**src/nand_host_pkg.sv**
```systemverilog
// constants, types and register map of the nand host sequencer
// Behaviour
// device returns status until a new command
// status changes appear while strobes stay low
// plain status reports last addressed die
// interleaved dies need 78h, never plain 70h
// reissue read command after status polling
// status bit 0 is program/erase pass/fail
// bit 1 is previous cached page result
// status bits 2 to 4 read zero
// bit 5 low while array programs
// bit 6 is cache ready, pin follows
// bit 7 low when write protected
// program pages ascending within a block
// at most four partial programs per page
// 80h, five address cycles, data, confirm
// busy pin low during internal program
// only status or reset while busy
// status mode persists after program
// 85h plus column redirects data input
// 15h moves cache to data register
// later cache transfers wait for array
// cached sequence never crosses a die
// end cached run by 10h or poll bit 5
// bit 0 meaning follows bits 6 and 5
package nand_host_pkg;
  // apb register offsets
  localparam logic [11:0] REG_CMD = 12'h000;
  localparam logic [11:0] REG_ADDR = 12'h004;
  localparam logic [11:0] REG_DATA = 12'h008;
  localparam logic [11:0] REG_POLL = 12'h00c;
  localparam logic [11:0] REG_CFG = 12'h010;
  localparam logic [11:0] REG_STAT = 12'h014;
  // config fields
  localparam int CFG_SELECT = 0;
  localparam int CFG_WP_OFF = 1;
  localparam int CFG_INTERLEAVE = 2;
  localparam int CFG_W = 3;
  // status register fields
  localparam int ST_RB = 8;
  localparam int ST_ORDER_ERR = 9;
  localparam int ST_PARTIAL_ERR = 10;
  localparam int ST_REFUSED = 11;
  // nand commands
  localparam logic [7:0] CMD_READ = 8'h00;
  localparam logic [7:0] CMD_CONFIRM = 8'h10;
  localparam logic [7:0] CMD_CACHE = 8'h15;
  localparam logic [7:0] CMD_STATUS = 8'h70;
  localparam logic [7:0] CMD_DIE_STATUS = 8'h78;
  localparam logic [7:0] CMD_SERIAL = 8'h80;
  localparam logic [7:0] CMD_RANDOM = 8'h85;
  localparam logic [7:0] CMD_RESET = 8'hff;
  // address cycle carrying the page number, and program limits
  localparam logic [2:0] PAGE_CYCLE = 3'h2;
  localparam logic [2:0] ADDR_CYCLES = 3'h5;
  localparam logic [5:0] PAGE_MASK = 6'h3f;
  localparam logic [2:0] MAX_PARTIAL = 3'h4;
  // strobe timing
  localparam int CLK_NS = 25;
  localparam int STROBE_NS = 25;
  localparam int STROBE_CYC = (STROBE_NS + CLK_NS - 1) / CLK_NS;
  localparam logic [3:0] STROBE_LAST = 4'(STROBE_CYC - 1);

  typedef enum logic [2:0] {
    ST_IDLE = 3'b000,
    ST_LOW = 3'b001,
    ST_HIGH = 3'b010,
    ST_POLL = 3'b011,
    ST_DONE = 3'b100
  } seq_state_t;

  typedef enum logic [2:0] {
    K_CMD = 3'b000,
    K_ADDR = 3'b001,
    K_WR = 3'b010,
    K_RD = 3'b011,
    K_POLL = 3'b100
  } cyc_kind_t;

  // pins toward the flash; io_oe_n low while the host drives the bus
  typedef struct packed {
    logic ce_n;
    logic cle;
    logic ale;
    logic we_n;
    logic read_strobe_n;
    logic wp_n;
    logic io_oe_n;
    logic [7:0] io;
  } nand_pins_t;
endpackage

```
**src/nand_host_ctrl.sv**
```systemverilog
// apb-controlled host sequencer that drives nand command, address and data cycles
`timescale 1ns/1ps
module nand_host_ctrl
  import nand_host_pkg::*;
(
  input wire logic clk_sys_in, // 40 MHz system clock
  input wire logic rst_n_in, // synchronous reset, active low
  input wire logic clk_en_in, // freezes all state while low
  input wire logic psel_in, // apb select
  input wire logic penable_in, // apb access phase
  input wire logic pwrite_in, // apb direction
  input wire logic [11:0] paddr_in, // apb byte address
  input wire logic [31:0] pwdata_in, // apb write data
  output logic pready_out, // apb ready
  output logic pslverr_out, // apb error
  output logic [31:0] prdata_out, // apb read data
  input wire logic [7:0] io_in, // flash data bus level
  input wire logic ready_busy_n_in, // flash ready/busy pin
  output nand_pins_t pins_out // flash control and data pins
);
  seq_state_t state_ff; // sequencer state
  cyc_kind_t kind_ff; // kind of bus cycle in progress
  logic [3:0] cnt_ff; // strobe phase counter
  logic [7:0] byte_ff; // byte driven in this cycle
  logic [7:0] mask_ff; // poll mask for status bits
  logic [7:0] rdata_ff; // last byte read from the flash
  logic [CFG_W-1:0] cfg_ff; // select, write-protect release, interleave
  logic order_err_ff; // sticky: page order broken
  logic partial_err_ff; // sticky: too many partial programs
  logic refused_ff; // sticky: command refused
  logic prog_open_ff; // serial input seen, confirm pending
  logic [2:0] addr_idx_ff; // address cycles since last command
  logic [5:0] new_page_ff; // page captured from address cycle
  logic [5:0] last_page_ff; // last programmed page
  logic last_valid_ff; // a page has been programmed
  logic [2:0] partial_ff; // programs into last page
  logic acc; // apb access phase
  logic seq_reg; // access needs a flash cycle
  logic cmd_bad; // command write that must be refused
  logic start; // launch a flash cycle
  logic [7:0] wbyte; // low byte of write data
  logic poll_hit; // polled status bits reached
  nand_pins_t pins_ff; // combinational pin values

  assign acc = psel_in && penable_in;
  assign wbyte = pwdata_in[7:0];
  assign seq_reg = (paddr_in == REG_CMD && pwrite_in) || paddr_in == REG_ADDR || paddr_in == REG_DATA
                   || (paddr_in == REG_POLL && pwrite_in);
  // busy flash takes only status or reset; interleaved dies need 78h
  // a poll also opens with plain 70h, so it is refused under interleave as well
  assign cmd_bad = pwrite_in
                   && ((paddr_in == REG_CMD && !ready_busy_n_in && wbyte != CMD_STATUS && wbyte != CMD_RESET)
                       || (cfg_ff[CFG_INTERLEAVE]
                           && (paddr_in == REG_POLL || (paddr_in == REG_CMD && wbyte == CMD_STATUS))));
  assign start = clk_en_in && acc && seq_reg && !cmd_bad && state_ff == ST_IDLE;
  assign poll_hit = (io_in & mask_ff) != 8'h00;

  // apb answer: flash cycles wait for done, others answer at once
  always_comb begin
    pready_out = 1'b1;
    if (acc && seq_reg && !cmd_bad) begin
      pready_out = state_ff == ST_DONE; // held until the cycle completes
    end
  end
  assign pslverr_out = acc && (cmd_bad || !(seq_reg || paddr_in == REG_CFG || paddr_in == REG_STAT));

  // read mux
  always_comb begin
    prdata_out = 32'h0000_0000;
    case (paddr_in)
      REG_DATA, REG_POLL: prdata_out[7:0] = rdata_ff;
      REG_CFG: prdata_out[CFG_W-1:0] = cfg_ff;
      REG_STAT: begin
        prdata_out[7:0] = rdata_ff;
        prdata_out[ST_RB] = ready_busy_n_in;
        prdata_out[ST_ORDER_ERR] = order_err_ff;
        prdata_out[ST_PARTIAL_ERR] = partial_err_ff;
        prdata_out[ST_REFUSED] = refused_ff;
      end
      default: prdata_out = 32'h0000_0000;
    endcase
  end

  // strobe sequencer: low phase, high phase, optional status poll
  always_ff @(posedge clk_sys_in) begin
    if (!rst_n_in) begin
      state_ff <= ST_IDLE;
      kind_ff <= K_CMD;
      cnt_ff <= 4'h0;
      byte_ff <= 8'h00;
      mask_ff <= 8'h00;
      rdata_ff <= 8'h00;
    end else if (clk_en_in) begin
      case (state_ff)
        ST_IDLE: begin
          if (start) begin
            state_ff <= ST_LOW;
            cnt_ff <= STROBE_LAST;
            byte_ff <= wbyte;
            mask_ff <= wbyte;
            if (paddr_in == REG_POLL) begin
              kind_ff <= K_POLL; // issues 70h first
              byte_ff <= CMD_STATUS;
            end else if (paddr_in == REG_CMD) begin
              kind_ff <= K_CMD;
            end else if (paddr_in == REG_ADDR) begin
              kind_ff <= K_ADDR;
            end else if (pwrite_in) begin
              kind_ff <= K_WR; // data byte goes to the current column, see
            end else begin
              kind_ff <= K_RD;
            end
          end
        end
        ST_LOW: begin
          if (cnt_ff == 4'h0) begin
            if (kind_ff == K_RD) begin
              rdata_ff <= io_in; // sampled at the end of the low phase
            end
            state_ff <= ST_HIGH;
            cnt_ff <= STROBE_LAST;
          end else begin
            cnt_ff <= cnt_ff - 4'h1;
          end
        end
        ST_HIGH: begin
          if (cnt_ff != 4'h0) begin
            cnt_ff <= cnt_ff - 4'h1;
          end else if (kind_ff == K_POLL) begin
            state_ff <= ST_POLL; // read strobe held low, status follows live
          end else begin
            state_ff <= ST_DONE;
          end
        end
        ST_POLL: begin
          rdata_ff <= io_in;
          if (poll_hit) begin
            kind_ff <= K_RD;
            state_ff <= ST_HIGH;
            cnt_ff <= STROBE_LAST;
          end
        end
        ST_DONE: state_ff <= ST_IDLE;
        default: state_ff <= ST_IDLE;
      endcase
    end
  end

  // configuration register
  always_ff @(posedge clk_sys_in) begin
    if (!rst_n_in) begin
      cfg_ff <= '0;
    end else if (clk_en_in && acc && pwrite_in && paddr_in == REG_CFG) begin
      cfg_ff <= pwdata_in[CFG_W-1:0];
    end
  end

  // page order and partial program tracking; a set beats a clear
  always_ff @(posedge clk_sys_in) begin
    if (!rst_n_in) begin
      order_err_ff <= 1'b0;
      partial_err_ff <= 1'b0;
      refused_ff <= 1'b0;
      prog_open_ff <= 1'b0;
      addr_idx_ff <= 3'h0;
      new_page_ff <= 6'h00;
      last_page_ff <= 6'h00;
      last_valid_ff <= 1'b0;
      partial_ff <= 3'h0;
    end else if (clk_en_in) begin
      if (acc && pwrite_in && paddr_in == REG_STAT) begin
        order_err_ff <= order_err_ff & ~pwdata_in[ST_ORDER_ERR];
        partial_err_ff <= partial_err_ff & ~pwdata_in[ST_PARTIAL_ERR];
        refused_ff <= refused_ff & ~pwdata_in[ST_REFUSED];
      end
      if (acc && cmd_bad && state_ff == ST_IDLE) begin
        refused_ff <= 1'b1;
      end
      if (start && paddr_in == REG_CMD) begin
        addr_idx_ff <= 3'h0;
        if (wbyte == CMD_SERIAL) begin
          prog_open_ff <= 1'b1;
        end else if (prog_open_ff && (wbyte == CMD_CONFIRM || wbyte == CMD_CACHE)) begin
          prog_open_ff <= 1'b0;
          last_page_ff <= new_page_ff;
          last_valid_ff <= 1'b1;
          if (last_valid_ff && new_page_ff == last_page_ff) begin
            partial_ff <= partial_ff + 3'h1;
            if (partial_ff >= MAX_PARTIAL) begin // four programs allowed, the fifth is flagged
              partial_err_ff <= 1'b1;
            end
          end else begin
            partial_ff <= 3'h1;
            // page 0 starts a new block; staying on one die is left to software, see
            if (last_valid_ff && new_page_ff != 6'h00 && new_page_ff != last_page_ff + 6'h01) begin
              order_err_ff <= 1'b1;
            end
          end
        end
      end
      if (start && paddr_in == REG_ADDR && addr_idx_ff != ADDR_CYCLES) begin
        addr_idx_ff <= addr_idx_ff + 3'h1;
        if (addr_idx_ff == PAGE_CYCLE && prog_open_ff) begin
          new_page_ff <= wbyte[5:0] & PAGE_MASK;
        end
      end
    end
  end

  // pin drive: latch enables and bus set up with the low phase
  always_comb begin
    pins_ff.ce_n = !cfg_ff[CFG_SELECT];
    pins_ff.wp_n = cfg_ff[CFG_WP_OFF];
    pins_ff.cle = (state_ff == ST_LOW || state_ff == ST_HIGH) && (kind_ff == K_CMD || kind_ff == K_POLL);
    pins_ff.ale = (state_ff == ST_LOW || state_ff == ST_HIGH) && kind_ff == K_ADDR;
    pins_ff.we_n = !(state_ff == ST_LOW && kind_ff != K_RD);
    pins_ff.read_strobe_n = !((state_ff == ST_LOW && kind_ff == K_RD) || state_ff == ST_POLL);
    pins_ff.io_oe_n = !((state_ff == ST_LOW || state_ff == ST_HIGH) && kind_ff != K_RD);
    pins_ff.io = byte_ff;
  end
  assign pins_out = pins_ff;
endmodule // nand_host_ctrl

```
**config.mk**
```make
export PLATFORM = sky130hd
export DESIGN_NAME = nand_host_ctrl
export DESIGN_NICKNAME = d
export VERILOG_FILES = /design/src/nand_host_pkg.sv /design/src/nand_host_ctrl.sv
export SDC_FILE = /design/constraint.sdc
export NUM_CORES = 1
export LEC_CHECK = 0
export BUFFER_PORTS_ARGS = -buffer_cell sky130_fd_sc_hd__buf_4
export CAP_MARGIN = 20
export CORE_UTILIZATION = 25
export CTS_CLUSTER_DIAMETER = 150
export DETAILED_ROUTE_END_ITERATION = 16
export PLACE_DENSITY = 0.46
export SLEW_MARGIN = 20
export SYNTH_ARGS = -nofsm -noshare
export SYNTH_HDL_FRONTEND = slang
export SYNTH_SLANG_ARGS = --single-unit
```
**constraint.sdc**
```tcl
create_clock -name clk_sys_in -period 2.7 [get_ports clk_sys_in]
set_input_delay 0.135 -clock clk_sys_in [delete_from_list [all_inputs] [get_ports clk_sys_in]]
set_output_delay 0.135 -clock clk_sys_in [all_outputs]
set_load 0.02 [all_outputs]
```
# Word-level counts from Yosys, hierarchy flattened
# Index checks and enable logic that the tools add are counted.
# op_classes
mux	45
order_cmp	1
eq_ne	29
bitwise_logic	8
reduce_logical	78
addsub	4
# ops
operator	count
1-bit logical AND	35
3-bit two-way mux	11
12-bit by 4-bit == test with 1-bit output, second input constant	2
12-bit by 5-bit == test with 1-bit output, second input constant	2
8-bit two-way mux	3
4-bit two-way mux	5
1-bit two-way mux	18
8-bit by 5-bit == test with 1-bit output, second input constant	2
4-bit one-hot mux with 4 select lines	1
8-bit one-hot mux with 2 select lines	1
12-bit by 3-bit == test with 1-bit output, second input constant	1
3-bit by 2-bit == test with 1-bit output, second input constant	4
12-bit zero test	1
1-bit logical OR	12
3-bit one-hot mux with 2 select lines	2
3-bit one-hot mux with 4 select lines	1
4-bit AND reduction	3
2-bit != test, second input constant	5
5-bit AND reduction	2
2-bit nonzero test	5
3-bit AND reduction	3
8-bit AND	1
8-bit by 7-bit == test with 1-bit output, second input constant	1
8-bit == test, second input constant	1
other kinds (25)	43
# totals
ff_bits	60
elab_cells	181
output_inout_bits	49

# Longest topological paths before layout
# depth
ltp_word	13
ltp_mapped	9
depth_no_buf	8

# Least setup slack after synthesis
# No wires, ideal clock.
# synth_path
path_type	input to register
start	in paddr_in[7]
end	reg partial_ff[0]
setup_slack_ns	0.538
arrival_ns	2.048
setup_ns	0.115
path_stages	6
cell_sequence	or4_4 -> nor4_4 -> and4_4 -> o2111ai_4 -> or2_2 -> o21a_1
# synth_between
elab_chain_len	11
# synth_rtl
element	line_no	source
start: declaration	nand_host_ctrl.sv:12	input wire logic [11:0] paddr_in,
12-bit zero test	n/a	
1-bit logical AND, on equally long branches	nand_host_ctrl.sv:52, nand_host_ctrl.sv:54	
1-bit logical AND or 1-bit logical OR (tied branches)	nand_host_ctrl.sv:52, nand_host_ctrl.sv:54	
1-bit logical AND, on equally long branches	nand_host_ctrl.sv:52, nand_host_ctrl.sv:54	
1-bit logical OR	nand_host_ctrl.sv:53	|| (cfg_ff[CFG_INTERLEAVE]
1-bit logical AND	nand_host_ctrl.sv:52	&& ((paddr_in == REG_CMD && !ready_busy_n_in && wbyte != CMD_STATUS && wbyte != CMD_RESET)
1-bit zero test	nand_host_ctrl.sv:55	assign start = clk_en_in && acc && seq_reg && !cmd_bad && state_ff == ST_IDLE;
1-bit logical AND (2 in series)	nand_host_ctrl.sv:55	
1-bit logical AND (*)	nand_host_ctrl.sv:179	if (start && paddr_in == REG_CMD) begin
4-bit AND reduction (no source line) (*)	n/a	
end signal: assignment	nand_host_ctrl.sv:188	partial_ff <= partial_ff + 3'h1;
end: declaration	nand_host_ctrl.sv:36	logic [2:0] partial_ff;
# Mark *: on every way between the ends. The rest lies on a longest branch, timed or not.
# A chain may end at the register's enable or synchronous reset.

==> summary.txt <==
Global route
  • Largest net degree at the start of global routing: 41
  • GRT Total Usage: 0.141
  • Vias in the first global route: 3,104
  • Initial antenna violation count: 0
  • GR Overflow Total: 0
  • First-pass GRT wire length: 15,700 um

Logic synthesis
  • Netlist cell types: 60
  • Async set or reset register ratio after synthesis: 0
  • Yosys reg bits: 60
  • Synth warn: 0
  • EDFF count, synth: 0
  • Sequential-to-total area share from yosys stat: 0.344
  • Mean area per synthesized cell: 8.02 sq um
  • Mapped Cells: 435
  • Synthesized cell area: 3490 sq um
  • Synth Flop Type: dfxtp_1

Drt
  • Total Wirelength: 9840 um
  • DRC Markers: 0
  • Initial DRC count: 145
  • Total vias in the final route: 3,270
  • DRT Pass-1 Iters: 4
  • Post-route ant nets: 0
  • Vias per cell: 4.83
  • Wire per inst: 14.5 um

Setup path
  • Crit path DAT: 2.19 ns
  • Kind of critical path: reg2out
  • CP Cell Sequence: xnor2_1, or2_2, nor4b_1, buf_4
  • Crit path largest cell delay: 0.69 ns
  • Worst setup SP type: register
  • Critical Path Sink Type: primary output
  • CP Max Fanout: 19
  • Critical-path top delay cell: dfxtp_1
  • Crit path required time: 2.57 ns

Place
  • Post-place instance area: 4100 sq um
  • Post-DP HPWL: 7460 um
  • IO buf count: 66
  • Routability Congestion: 0.807

Power
  • P_int: 0.00167 W
  • Peak VDD IR: 0.204 mV
  • Power Density: 494 nW/um^2
  • Power share of the sequential group: 0.409
  • Comb power frac: 0.070
  • Switching part of the total power: 0.230
  • Pleak: 1.76 nW
  • Clk network pwr share: 0.521
  • Net switching power: 0.000498 W

Clock network
  • CTS max path bufs: 2
  • Worst-skew pair later-pin latency: 0.33 ns
  • Post-CTS setup-driven buffer insertion count: 0
  • Post-cts repair resize count: 0
  • CTS tree: built
  • Clock transition at path regs: 0.05 ns
  • H-tree Lvls: 3
  • Clock root buffer: clkbuf_16
  • Clock sinks: 60
  • # hold bufs at CTS: 0
  • CTS buffer count: 9

Die
  • # IOs: 108
  • Initial core utilization: 0.260
  • Die Span X: 120 um
  • Die Y: 120 um
  • Row count: 42
  • Core area: 13,400 sq um
  • Die area: 14,400 sq um

STA
  • Post-route minimum period: 2.32 ns
  • RSZ-0062 raised after global routing: false
  • Fin crit share: 0.860
  • Highest clock rate: 430 MHz
  • Fin Setup TNS: 0 ns
  • Finish-stage setup viols: 0
  • Max Slew Vio Count: 0
  • Worst rel slew slack: 0.602
  • Hold Violations, Final: 0
  • Actual slew at the worst max-slew pin: 0.596 ns
  • Clock Skew: 0.00262 ns

Worst hold path
  • Hold Crit Class: in2reg

Run
  • Total of max-cap violations: 0

Cells and area
  • Post-layout instance area: 4390 sq um
  • N_diodes: 0
  • Layout cell share with drive strength beyond 1: 0.208
  • Area growth from synthesis to layout: 25.9%
  • Layout fillers: 1,423
  • Final nets: 562

Outcome
  • Run status: completed
-- stage by stage --
step	util	power, W	instances	setup slack, ns	hold WS [ns]
2_1_floorplan	-	0.00100	454	0.538	0.271
3_3_place_gp	0.306	0.00106	662	0.423	0.389
3_5_place_dp	0.306	0.00106	662	0.363	0.398
4_1_cts	0.328	0.00220	677	0.408	0.0497
5_1_grt	0.328	0.00224	677	0.187	0.0645
6_report	0.328	0.00217	677	0.377	0.0576
-- logic make-up after synthesis --
logic type               count (synthesis)  share of synthesized area
AND/OR/NAND/NOR                        187                      0.276
AO/OA/AOI/OAI                           80                      0.160
buffers and inverters                   64                     0.0936
flip-flops                              60                      0.344
multiplexers                            27                     0.0779
XOR/XNOR                                10                     0.0251
adder cells (fa/ha/maj)                  6                     0.0215
other                                    1                    0.00108
-- area by class of cell --
class	count	area (sq um)	share of cell area
repair buffers	76	571	0.130
inverters	20	75.1	0.0171
flip-flops and latches	60	1200	0.274
clock inverters	4	50.0	0.0114
well taps	176	220	0.0502
clock buffers	11	243	0.0553
multi-input cells	330	2030	0.463
-- worst max-delay path, delay by kind of cell (launching register included) --
family                 cells  cell delay (ns)
flip-flops                 1             0.69
AND/OR/NAND/NOR            2             0.75
buffers and inverters      1             0.23
XOR/XNOR                   1             0.18
-- power by group through the flow --
stage	clock network (W)	logic, W	registers [W]
finish	0.00113	0.000151	0.000886
global route	0.00119	0.000165	0.000885
floorplan	0	0.0000992	0.000905
global placement	0	0.000151	0.000905
CTS	0.00117	0.000152	0.000886
detailed placement	0	0.000152	0.000905
-- state kept, by name (all words and copies together), names as in the netlist --
name            cells
addr_idx_ff         3
byte_ff             8
cfg_ff              3
cnt_ff              4
kind_ff             3
last_page_ff        6
last_valid_ff       1
mask_ff             8
new_page_ff         6
order_err_ff        1
partial_err_ff      1
partial_ff          3
prog_open_ff        1
rdata_ff            8
refused_ff          1
state_ff            3
-- cell usage in the layout (no fill, tap or decap), types with 11 or more instances in the layout --
cell,n
mux2i_1,26
inv_1,19
nor3_1,11
nor2_1,47
a21oi_1,23
o21ai_0,12
nand3_1,13
nand4_1,11
conb_1,20
nand2_1,48
buf_4,76
dfxtp_1,60
-- metal layers --
metal | track usage | vias to the layer above | part of all wire
met5 | 0 | - | 0
met4 | 0.0656 | 0 | 0.019
met3 | 0.0290 | 13 | 0.046
met2 | 0.243 | 79 | 0.48
met1 | 0.168 | 1544 | 0.45
li1 | - | 1634 | -
-- path summary, 6_finish.rpt --
| path | start | endpoint | slack (ns) | cells after the start |
|---|---|---|---|---|
| worst max-delay path | state_ff[1] | pins_out[12] | 0.38 | 4 |
| worst min-delay path | io_in[1] | rdata_ff[1] | 0.06 | 3 |
| worst max register to register | state_ff[0] | cnt_ff[1] | 0.65 | 6 |
| worst min register to register | mask_ff[7] | mask_ff[7] | 0.45 | 2 |
-- cells in the mapped netlist (9+ instances only) --
master    number  share of area
and2_1        10          0.018
nor2_1        47          0.051
clkbuf_1      17          0.018
inv_1         19          0.020
dfxtp_1       60           0.34
a21oi_1       23          0.033
mux2i_1       26          0.075
nand2_1       48          0.052
buf_4         22          0.047
o21ai_0       12          0.017
nand3_1       13          0.019
nor3_1        11          0.016
or3_1          9          0.016
nand4_1       11          0.020
(Power assumes the default switching activity.)
